`config.mk`:
```
export PLATFORM = sky130hd
export DESIGN_NAME = two_channel_dma_control
export DESIGN_NICKNAME = d
export VERILOG_FILES = /design/src/verilog/dma_ctrl_pkg.sv /design/src/verilog/two_channel_dma_control.sv
export VERILOG_INCLUDE_DIRS = /design/src /design/src/verilog
export SDC_FILE = /design/constraint.sdc
export NUM_CORES = 1
export LEC_CHECK = 0
export BUFFER_PORTS_ARGS = -buffer_cell sky130_fd_sc_hd__buf_2
export CORE_MARGIN = 2
export CORE_UTILIZATION = 50
export CTS_CLUSTER_DIAMETER = 60
export CTS_CLUSTER_SIZE = 30
export DETAILED_ROUTE_END_ITERATION = 10
export PLACE_DENSITY = 0.7
export SLEW_MARGIN = 15
export SYNTH_ARGS = -nofsm -noshare
export SYNTH_HDL_FRONTEND = slang
export SYNTH_SLANG_ARGS = --single-unit
export TNS_END_PERCENT = 100
```
`constraint.sdc`:
```
create_clock -name I_REF_CLK -period 4.2 [get_ports I_REF_CLK]
set_clock_uncertainty 0.2 [all_clocks]
set_input_delay 0.63 -clock I_REF_CLK [delete_from_list [all_inputs] [get_ports I_REF_CLK]]
set_output_delay 0.63 -clock I_REF_CLK [all_outputs]
set_load 0.1 [all_outputs]
```
`src/verilog/dma_ctrl_defines.svh`:
```
`ifndef DMA_CTRL_DEFINES_SVH
`define DMA_CTRL_DEFINES_SVH

`define OFS_CH0_COUNT_LOW 8'h26
`define OFS_CH0_COUNT_HIGH 8'h27
`define OFS_CH1_MEM_LOW 8'h28
`define OFS_CH1_MEM_HIGH 8'h29
`define OFS_CH1_MEM_TOP 8'h2a
`define OFS_CH1_IO_LOW 8'h2b
`define OFS_CH1_IO_HIGH 8'h2c
`define OFS_CH1_IO_TOP 8'h2d
`define OFS_CH1_COUNT_LOW 8'h2e
`define OFS_CH1_COUNT_HIGH 8'h2f
`define OFS_STATUS 8'h30
`define OFS_CH0_MODE 8'h31
`define OFS_WAIT_CTRL 8'h32

`define BIT_CH1_EN 7
`define BIT_CH0_EN 6
`define BIT_CH1_GUARD 5
`define BIT_CH0_GUARD 4
`define BIT_CH1_IRQ_EN 3
`define BIT_CH0_IRQ_EN 2
`define BIT_MAIN_EN 0
`define BIT_MEM_TIMING 1
`define BIT_SENSE_CH0 3
`define BIT_SENSE_CH1 2
`define BIT_CH1_DIR 1
`define BIT_CH1_STEP 0
`define FLD_CH0_DST 5:4
`define FLD_CH0_SRC 3:2
`define FLD_CH0_MODE_WR 5:1
`define FLD_MEM_WAIT 7:6
`define FLD_IO_WAIT 5:4

`define RST_CH0_MODE 8'h00
`define RST_WAIT_CTRL 8'hf0
`define RST_IO_TOP 8'h00

`define BUF_DEPTH 2

`endif

```
`src/verilog/dma_ctrl_pkg.sv`:
```
`default_nettype none
package dma_ctrl_pkg;

  typedef enum logic [1:0] {
    ST_IDLE = 2'b00,
    ST_XFER = 2'b01,
    ST_GIVE = 2'b10
  } state_type;

  // common address step code for source and destination sides
  typedef enum logic [1:0] {
    SEL_MEM_INC = 2'b00,
    SEL_MEM_DEC = 2'b01,
    SEL_MEM_FIX = 2'b10,
    SEL_IO_FIX = 2'b11
  } sel_type;

  // command word: channel, source step, destination step
  typedef logic [4:0] cmd_type;

endpackage

`default_nettype wire

```
`src/verilog/two_channel_dma_control.sv`:
```
`timescale 1ns/10ps
`default_nettype none
`include "dma_ctrl_defines.svh"

module two_channel_dma_control
  import dma_ctrl_pkg::*;
(
  input wire logic I_REF_CLK,
  input wire logic I_NRST,
  input wire logic [7:0] I_IO_ADDR,
  input wire logic I_IO_WR,
  input wire logic I_IO_RD,
  input wire logic [7:0] I_IO_WDATA,
  output logic [7:0] O_IO_RDATA,
  input wire logic I_NMI,
  input wire logic I_REQ0,
  input wire logic I_REQ1,
  output logic O_IRQ,
  output logic O_BUS_HOLD,
  output logic O_CMD_VALID,
  input wire logic I_CMD_READY,
  output logic [4:0] O_CMD,
  output logic [19:0] O_CH1_MEM_ADDR,
  output logic [15:0] O_CH1_IO_ADDR,
  output logic [7:0] O_CH1_IO_TOP,
  output logic [1:0] O_MEM_WAIT,
  output logic [1:0] O_IO_WAIT
);

  // ****************************************
  // registers
  // ****************************************
  logic ch0_en_r, ch1_en_r, main_en_r;
  logic ch0_irq_en_r, ch1_irq_en_r;
  logic [7:0] ch0_mode_r, wait_ctrl_r, io_top_r;
  logic [15:0] io_addr_r, ch0_count_r, ch1_count_r;
  logic [19:0] mem_addr_r;
  logic req0_d_r, req1_d_r, edge0_r, edge1_r;
  state_type state_r, state_nxt;

  logic wr_status, guard0_open, guard1_open;
  logic go0, go1, go_any, issue, pick1, term0, term1;
  logic ch0_memmem, ch0_has_io;
  sel_type src0, dst0, ch1_src, ch1_dst;
  logic buf_in_ready;
  cmd_type cmd_in;

  function automatic logic hit(input logic [7:0] ofs);
    hit = I_IO_WR && (I_IO_ADDR == ofs);
  endfunction

  // one byte moved: the count steps down by one
  function automatic logic [15:0] count_down(input logic [15:0] cnt);
    count_down = cnt - 16'h0001;
  endfunction

  function automatic logic last_byte(input logic [15:0] cnt);
    last_byte = (cnt == 16'h0001);
  endfunction

  // channel 1 memory side: the step bit picks the direction
  function automatic sel_type mem_step(input logic down);
    mem_step = down ? SEL_MEM_DEC : SEL_MEM_INC;
  endfunction

  function automatic logic rise(input logic pin, input logic prev);
    rise = pin && !prev;
  endfunction

  // level sense follows the pin; edge sense waits for a latched rise
  function automatic logic req_seen(input logic edge_sense, input logic latched, input logic pin);
    req_seen = edge_sense ? latched : pin;
  endfunction

  // ****************************************
  // channel decode
  // ****************************************
  assign src0 = sel_type'(ch0_mode_r[`FLD_CH0_SRC]);
  assign dst0 = sel_type'(ch0_mode_r[`FLD_CH0_DST]);
  assign ch0_has_io = (src0 == SEL_IO_FIX) || (dst0 == SEL_IO_FIX);
  assign ch0_memmem = !ch0_has_io;
  // channel 1 direction maps onto the common step code
  assign ch1_src = wait_ctrl_r[`BIT_CH1_DIR] ? SEL_IO_FIX : mem_step(wait_ctrl_r[`BIT_CH1_STEP]);
  assign ch1_dst = wait_ctrl_r[`BIT_CH1_DIR] ? mem_step(wait_ctrl_r[`BIT_CH1_STEP]) : SEL_IO_FIX;

  // ****************************************
  // request sensing
  // ****************************************
  always_ff @(posedge I_REF_CLK or negedge I_NRST) begin
    if (!I_NRST) begin
      req0_d_r <= 1'b0;
      req1_d_r <= 1'b0;
    end else begin
      req0_d_r <= I_REQ0;
      req1_d_r <= I_REQ1;
    end
  end

  // set wins over consumption, so an edge in the issue cycle is kept
  always_ff @(posedge I_REF_CLK or negedge I_NRST) begin
    if (!I_NRST) begin
      edge0_r <= 1'b0;
      edge1_r <= 1'b0;
    end else begin
      if (rise(I_REQ0, req0_d_r))
        edge0_r <= 1'b1;
      else if (issue && !pick1)
        edge0_r <= 1'b0;
      if (rise(I_REQ1, req1_d_r))
        edge1_r <= 1'b1;
      else if (issue && pick1)
        edge1_r <= 1'b0;
    end
  end

  logic req0_ok, req1_ok;
  assign req0_ok = req_seen(wait_ctrl_r[`BIT_SENSE_CH0], edge0_r, I_REQ0);
  assign req1_ok = req_seen(wait_ctrl_r[`BIT_SENSE_CH1], edge1_r, I_REQ1);

  // ****************************************
  // transfer engine
  // ****************************************
  // io-to-io is an illegal setting; it simply never starts
  assign go0 = ch0_en_r && main_en_r && (ch0_count_r != 16'h0000)
    && !(src0 == SEL_IO_FIX && dst0 == SEL_IO_FIX)
    && (ch0_memmem || req0_ok);
  assign go1 = ch1_en_r && main_en_r && (ch1_count_r != 16'h0000) && req1_ok;
  assign go_any = go0 || go1;
  assign pick1 = !go0;
  assign issue = (state_r == ST_XFER) && go_any && buf_in_ready;
  assign term0 = (issue && !pick1 && last_byte(ch0_count_r))
    || (ch0_en_r && ch0_count_r == 16'h0000);
  assign term1 = (issue && pick1 && last_byte(ch1_count_r))
    || (ch1_en_r && ch1_count_r == 16'h0000);
  assign cmd_in = pick1 ? {1'b1, ch1_src, ch1_dst} : {1'b0, src0, dst0};

  always_comb begin
    state_nxt = state_r;
    unique case (state_r)
      ST_IDLE: begin
        if (go_any)
          state_nxt = ST_XFER;
      end
      ST_XFER: begin
        // cycle steal returns the bus for two cycles (give, then idle) after every channel 0 memory-to-memory byte
        if (issue && !pick1 && ch0_memmem && !ch0_mode_r[`BIT_MEM_TIMING])
          state_nxt = ST_GIVE;
        else if (!go_any)
          state_nxt = ST_IDLE;
      end
      ST_GIVE: begin
        state_nxt = ST_IDLE;
      end
      default: begin
        state_nxt = ST_IDLE;
      end
    endcase
  end

  always_ff @(posedge I_REF_CLK or negedge I_NRST) begin
    if (!I_NRST)
      state_r <= ST_IDLE;
    else
      state_r <= state_nxt;
  end

  // burst stays in xfer while the count lasts; a full buffer holds the bus too
  assign O_BUS_HOLD = (state_r == ST_XFER);

  // ****************************************
  // status and enables
  // ****************************************
  assign wr_status = hit(`OFS_STATUS);
  assign guard0_open = wr_status && !I_IO_WDATA[`BIT_CH0_GUARD];
  assign guard1_open = wr_status && !I_IO_WDATA[`BIT_CH1_GUARD];

  // a fresh guarded write outranks a termination in the same cycle
  always_ff @(posedge I_REF_CLK or negedge I_NRST) begin
    if (!I_NRST) begin
      ch0_en_r <= 1'b0;
      ch1_en_r <= 1'b0;
    end else begin
      if (guard0_open)
        ch0_en_r <= I_IO_WDATA[`BIT_CH0_EN];
      else if (term0)
        ch0_en_r <= 1'b0;
      if (guard1_open)
        ch1_en_r <= I_IO_WDATA[`BIT_CH1_EN];
      else if (term1)
        ch1_en_r <= 1'b0;
    end
  end

  // nmi beats a simultaneous restart so the service routine starts quiet
  always_ff @(posedge I_REF_CLK or negedge I_NRST) begin
    if (!I_NRST)
      main_en_r <= 1'b0;
    else if (I_NMI)
      main_en_r <= 1'b0;
    else if ((guard0_open && I_IO_WDATA[`BIT_CH0_EN]) || (guard1_open && I_IO_WDATA[`BIT_CH1_EN]))
      main_en_r <= 1'b1;
  end

  always_ff @(posedge I_REF_CLK or negedge I_NRST) begin
    if (!I_NRST) begin
      ch0_irq_en_r <= 1'b0;
      ch1_irq_en_r <= 1'b0;
    end else if (wr_status) begin
      ch0_irq_en_r <= I_IO_WDATA[`BIT_CH0_IRQ_EN];
      ch1_irq_en_r <= I_IO_WDATA[`BIT_CH1_IRQ_EN];
    end
  end

  assign O_IRQ = (!ch0_en_r && ch0_irq_en_r) || (!ch1_en_r && ch1_irq_en_r);

  // ****************************************
  // mode and wait control
  // ****************************************
  always_ff @(posedge I_REF_CLK or negedge I_NRST) begin
    if (!I_NRST) begin
      ch0_mode_r <= `RST_CH0_MODE;
      wait_ctrl_r <= `RST_WAIT_CTRL;
      io_top_r <= `RST_IO_TOP;
    end else begin
      if (hit(`OFS_CH0_MODE))
        ch0_mode_r <= {2'b00, I_IO_WDATA[`FLD_CH0_MODE_WR], 1'b0};
      if (hit(`OFS_WAIT_CTRL))
        wait_ctrl_r <= I_IO_WDATA;
      if (hit(`OFS_CH1_IO_TOP))
        io_top_r <= I_IO_WDATA;
    end
  end

  assign O_MEM_WAIT = wait_ctrl_r[`FLD_MEM_WAIT];
  assign O_IO_WAIT = wait_ctrl_r[`FLD_IO_WAIT];
  assign O_CH1_IO_TOP = io_top_r;
  assign O_CH1_IO_ADDR = io_addr_r;
  assign O_CH1_MEM_ADDR = mem_addr_r;

  // ****************************************
  // counts and addresses
  // ****************************************
  // contents undefined after reset on real parts; cleared here for determinism
  always_ff @(posedge I_REF_CLK or negedge I_NRST) begin
    if (!I_NRST) begin
      ch0_count_r <= 16'h0000;
      ch1_count_r <= 16'h0000;
    end else begin
      if (hit(`OFS_CH0_COUNT_LOW))
        ch0_count_r[7:0] <= I_IO_WDATA;
      else if (hit(`OFS_CH0_COUNT_HIGH))
        ch0_count_r[15:8] <= I_IO_WDATA;
      else if (issue && !pick1)
        ch0_count_r <= count_down(ch0_count_r);
      if (hit(`OFS_CH1_COUNT_LOW))
        ch1_count_r[7:0] <= I_IO_WDATA;
      else if (hit(`OFS_CH1_COUNT_HIGH))
        ch1_count_r[15:8] <= I_IO_WDATA;
      else if (issue && pick1)
        ch1_count_r <= count_down(ch1_count_r);
    end
  end

  always_ff @(posedge I_REF_CLK or negedge I_NRST) begin
    if (!I_NRST) begin
      mem_addr_r <= 20'h00000;
      io_addr_r <= 16'h0000;
    end else begin
      if (hit(`OFS_CH1_MEM_LOW))
        mem_addr_r[7:0] <= I_IO_WDATA;
      else if (hit(`OFS_CH1_MEM_HIGH))
        mem_addr_r[15:8] <= I_IO_WDATA;
      else if (hit(`OFS_CH1_MEM_TOP))
        mem_addr_r[19:16] <= I_IO_WDATA[3:0];
      else if (issue && pick1)
        mem_addr_r <= wait_ctrl_r[`BIT_CH1_STEP] ? mem_addr_r - 20'h00001 : mem_addr_r + 20'h00001;
      if (hit(`OFS_CH1_IO_LOW))
        io_addr_r[7:0] <= I_IO_WDATA;
      if (hit(`OFS_CH1_IO_HIGH))
        io_addr_r[15:8] <= I_IO_WDATA;
    end
  end

  // ****************************************
  // command buffer
  // ****************************************
  // two entries let a stalled consumer absorb two bytes without loss
  cmd_type buf_mem [0:`BUF_DEPTH-1];
  logic buf_wr_r, buf_rd_r;
  logic [1:0] buf_cnt_r;
  logic buf_pop;

  assign buf_in_ready = (buf_cnt_r != 2'd2);
  assign O_CMD_VALID = (buf_cnt_r != 2'd0);
  assign buf_pop = O_CMD_VALID && I_CMD_READY;
  assign O_CMD = buf_mem[buf_rd_r];

  always_ff @(posedge I_REF_CLK or negedge I_NRST) begin
    if (!I_NRST) begin
      buf_wr_r <= 1'b0;
      buf_rd_r <= 1'b0;
      buf_cnt_r <= 2'd0;
      buf_mem[0] <= 5'h00;
      buf_mem[1] <= 5'h00;
    end else begin
      if (issue) begin
        buf_mem[buf_wr_r] <= cmd_in;
        buf_wr_r <= !buf_wr_r;
      end
      if (buf_pop)
        buf_rd_r <= !buf_rd_r;
      if (issue && !buf_pop)
        buf_cnt_r <= buf_cnt_r + 2'd1;
      else if (buf_pop && !issue)
        buf_cnt_r <= buf_cnt_r - 2'd1;
    end
  end

  // ****************************************
  // read back
  // ****************************************
  always_ff @(posedge I_REF_CLK or negedge I_NRST) begin
    if (!I_NRST)
      O_IO_RDATA <= 8'h00;
    else if (I_IO_RD) begin
      unique case (I_IO_ADDR)
        `OFS_CH0_COUNT_LOW: O_IO_RDATA <= ch0_count_r[7:0];
        `OFS_CH0_COUNT_HIGH: O_IO_RDATA <= ch0_count_r[15:8];
        `OFS_CH1_MEM_LOW: O_IO_RDATA <= mem_addr_r[7:0];
        `OFS_CH1_MEM_HIGH: O_IO_RDATA <= mem_addr_r[15:8];
        `OFS_CH1_MEM_TOP: O_IO_RDATA <= {4'h0, mem_addr_r[19:16]};
        `OFS_CH1_IO_LOW: O_IO_RDATA <= io_addr_r[7:0];
        `OFS_CH1_IO_HIGH: O_IO_RDATA <= io_addr_r[15:8];
        `OFS_CH1_IO_TOP: O_IO_RDATA <= io_top_r;
        `OFS_CH1_COUNT_LOW: O_IO_RDATA <= ch1_count_r[7:0];
        `OFS_CH1_COUNT_HIGH: O_IO_RDATA <= ch1_count_r[15:8];
        `OFS_STATUS: O_IO_RDATA <= {ch1_en_r, ch0_en_r, 2'b11, ch1_irq_en_r, ch0_irq_en_r, 1'b0, main_en_r};
        `OFS_CH0_MODE: O_IO_RDATA <= ch0_mode_r;
        `OFS_WAIT_CTRL: O_IO_RDATA <= wait_ctrl_r;
        default: O_IO_RDATA <= 8'h00;
      endcase
    end
  end

endmodule

`default_nettype wire

```
==> impl_metrics.yaml <==
status:
  status: "finished clean"
die:
  die_w_um: 128
  die_area_um2: 16300
  core_um2: 15000
  ios: 88
  rows: 45
  start_util: 0.508
  fp.dieH_um: 128
global_routing:
  grt_max_degree: 66
  grt_pass1_vias: 6422
  grt_pass1_wl_mm: 35.9
  antenna_found_initial: 1
  overflow: 0
  grt_usage: 0.288
setup_path:
  reg2reg_depth: 7
  critPathMaxStageDelay_ns: 0.63
  cp.required_ns: 4.26
  cp.buffers_inverters: 0
  setup.worst_path.end_class: "flip-flop"
  cpMostUsedCell: "or4_4"
  critPathKind: "reg -> reg"
  cp_slowest_cell: "a211oi_4"
  arrival_ns: 3.91
  crit_family: "simple AND/OR/NAND/NOR gates"
  path_depth: 7
  path_cells: "or4_4 > or4_4 > or4_4 > a211oi_4 > o21ai_1 > o21ai_0 > o21ai_0"
  worstPathMaxFanout: 16
  start_kind: "flip-flop"
synth:
  synth_edf_count: 0
  yosysTopAreaCell: "dfrtp_1"
  synth_common_cells: "dfrtp_1, nor2_1, nand2_1"
  synth_top_area_frac: 0.387
  post-synth-top-count-cell: "dfrtp_1"
  ys.flop_type: "dfrtp_1"
  synthCells: 824
  yosys-top-cells-area: "dfrtp_1, mux2_2, nor2_1"
  ys_warn_count: 0
  synth_cell_type_count: 71
  syn-num-nets: 872
  ys_seq_area_frac: 0.401
  yosys_register_bits: 122
  avgSynthCellArea_um2: 9.27
  synthesis.area_um2: 7630
  async_reset_ff_frac: 1.00
sta:
  setup_violations: 0
  fmax_ghz: 0.259
  period_needed_ns: 3.86
  rsz0062_at_grt: "no"
  fin_crit_sh: 0.918
  setup_tns_ns: 0
  tightestPinTransition_ns: 0.977
  max_slew_margin: 0.345
  slew_violations: 0
  finalHoldViolCount: 0
clock_network:
  clock_latency_ns: 0.43
  ctsHoldBuffers: 0
  cts_tree: "done"
  cts_sinks: 122
  cts_resized: 0
  cts_setup_buffers: 0
  cts_buffer_depth: 2
  cts.reportedPaths.clkPinSlew_ns: 0.06
  h-tree-depth: 4
  clockRootBuffer: "clkbuf_16"
  cts_made_buffers: 17
placement:
  dpl.hpwl_mm: 16.0
  placed_cell_area_um2: 8200
  routabilityCongestion: 0.938
  place.port_buffers: 87
power_and_ir_drop:
  p_leak_nw: 4.06
  powerDensity_nw_per_um2: 401
  ir_drop_mv: 0.325
detailed_routing:
  vias_per_cell: 6.23
  drt-pass1-iter-count: 5
  vias: 6833
  ant_nets: 0
  drc: 0
  drtIter0Drc: 691
  routed_wl_mm: 22.7
  wl_per_cell_um: 20.7
run:
  cap_violations: 0
final_layout:
  drive_gt1_frac: 0.236
  multi_input_area_um2: 4280
  ff_latch_area_um2: 3060
  nets: 943
  nFillCells: 1338
  finalInstanceArea_um2: 8810
  area_delta_synth_final_pct: 15.4
min_path:
  hold_class: "in -> async"
registers in the layout, summed over array words and instances, names as in the netlist, 2 cells and up:
signal          flops
O_CH1_IO_ADDR      16
O_CH1_MEM_ADDR     20
O_IO_RDATA          8
buf_mem            10
O_CH1_IO_TOP        8
ch0_count_r        16
buf_cnt_r           2
ch0_mode_r          5
ch1_count_r        16
state_r             2
wait_ctrl_r         8
where the power goes:
part           switching [mW]  leakage, nW  total [mW]  internal, mW
logic                   0.514         2.16       0.695         0.181
registers              0.0862         1.62        1.33          1.24
clock network           0.569        0.286        1.50         0.934
total                    1.17         4.06        3.53          2.36
path summary, 6_finish.rpt:
check                                     from  slack [ns]         endpoint
worst max-delay path            ch0_count_r[3]        0.34   ch1_count_r[9]
worst min-delay path                    I_NRST        0.10  ch0_count_r[11]
worst max register to register  ch0_count_r[3]        0.34   ch1_count_r[9]
min in group I_REF_CLK                  I_REQ0        0.14         req0_d_r
worst min register to register        req1_d_r        0.22          edge1_r
max in group asynchronous               I_NRST        2.85   wait_ctrl_r[7]
cell families after synthesis:
logic type,Yosys count,synth area share
DFF,122,0.401
AOI/OAI and AO/OA,227,0.188
buffers and inverters,71,0.0390
muxes,80,0.128
xor gates and xnor gates,30,0.0344
adders and majority gates,25,0.0416
and+or+nand+nor,269,0.169
metal layers:
layer	vias up	part of all wire	track usage
li1	3171	-	-
met1	3351	0.45	0.403
met2	272	0.46	0.446
met3	39	0.073	0.0670
met4	0	0.020	0.0931
met5	-	0	0
stage by stage:
stage,total power [mW],instances,setup WS (ns),hold slack (ns),util
after global routing,3.65,1096,0.163,0.146,0.586
final,3.53,1097,0.345,0.101,0.586
after CTS,3.53,1096,0.391,0.133,0.586
after global placement,2.03,1064,0.485,0.204,0.545
after detailed placement,2.04,1064,0.426,0.217,0.545
after floorplan,1.87,824,0.0338,0.134,-
cell type report:
cell class / count / share of cell area
Antenna cell: 1 / 0.000284
Clock buffer: 18 / 0.0487
Clock inverter: 14 / 0.0199
Inverter: 26 / 0.0111
Multi-Input combinational cell: 631 / 0.486
Sequential cell: 122 / 0.347
Tap cell: 188 / 0.0267
Timing Repair Buffer: 97 / 0.0597
layout by cell type, fill, tap and decap left out, types with 5 or more instances in the layout:
master / netlist / final
dfrtp_1: 118 / 118
and3_1: 9 / 9
nand3_1: 24 / 24
o22ai_1: 11 / 11
mux2_2: 59 / 59
o21ai_1: 8 / 8
buf_2: 1 / 86
xnor2_1: 15 / 15
nand2_1: 67 / 67
nor2b_1: 9 / 9
o21ai_0: 59 / 59
a22oi_1: 19 / 19
ha_1: 23 / 23
and2_1: 6 / 6
mux2i_1: 13 / 13
inv_1: 25 / 25
nor2_1: 87 / 87
a221o_1: 6 / 6
clkbuf_16: 0 / 17
mux4_2: 8 / 8
nor3_1: 28 / 27
a21oi_1: 62 / 62
o21a_1: 7 / 7
buf_4: 4 / 10
nand2b_1: 6 / 6
a211oi_1: 6 / 6
a311oi_1: 5 / 5
or3_1: 5 / 5
nor4_1: 5 / 5
a31oi_1: 10 / 10
clkinv_4: 0 / 6
xor2_1: 15 / 15
worst register-to-register path: stages (launching register included):
cell,delay [ns]
dfrtp_1,0.42
or4_4,0.57
or4_4,0.47
or4_4,0.54
a211oi_4,0.63
o21ai_1,0.48
o21ai_0,0.26
o21ai_0,0.12
Note: power is estimated with default switching activity, not from simulation.
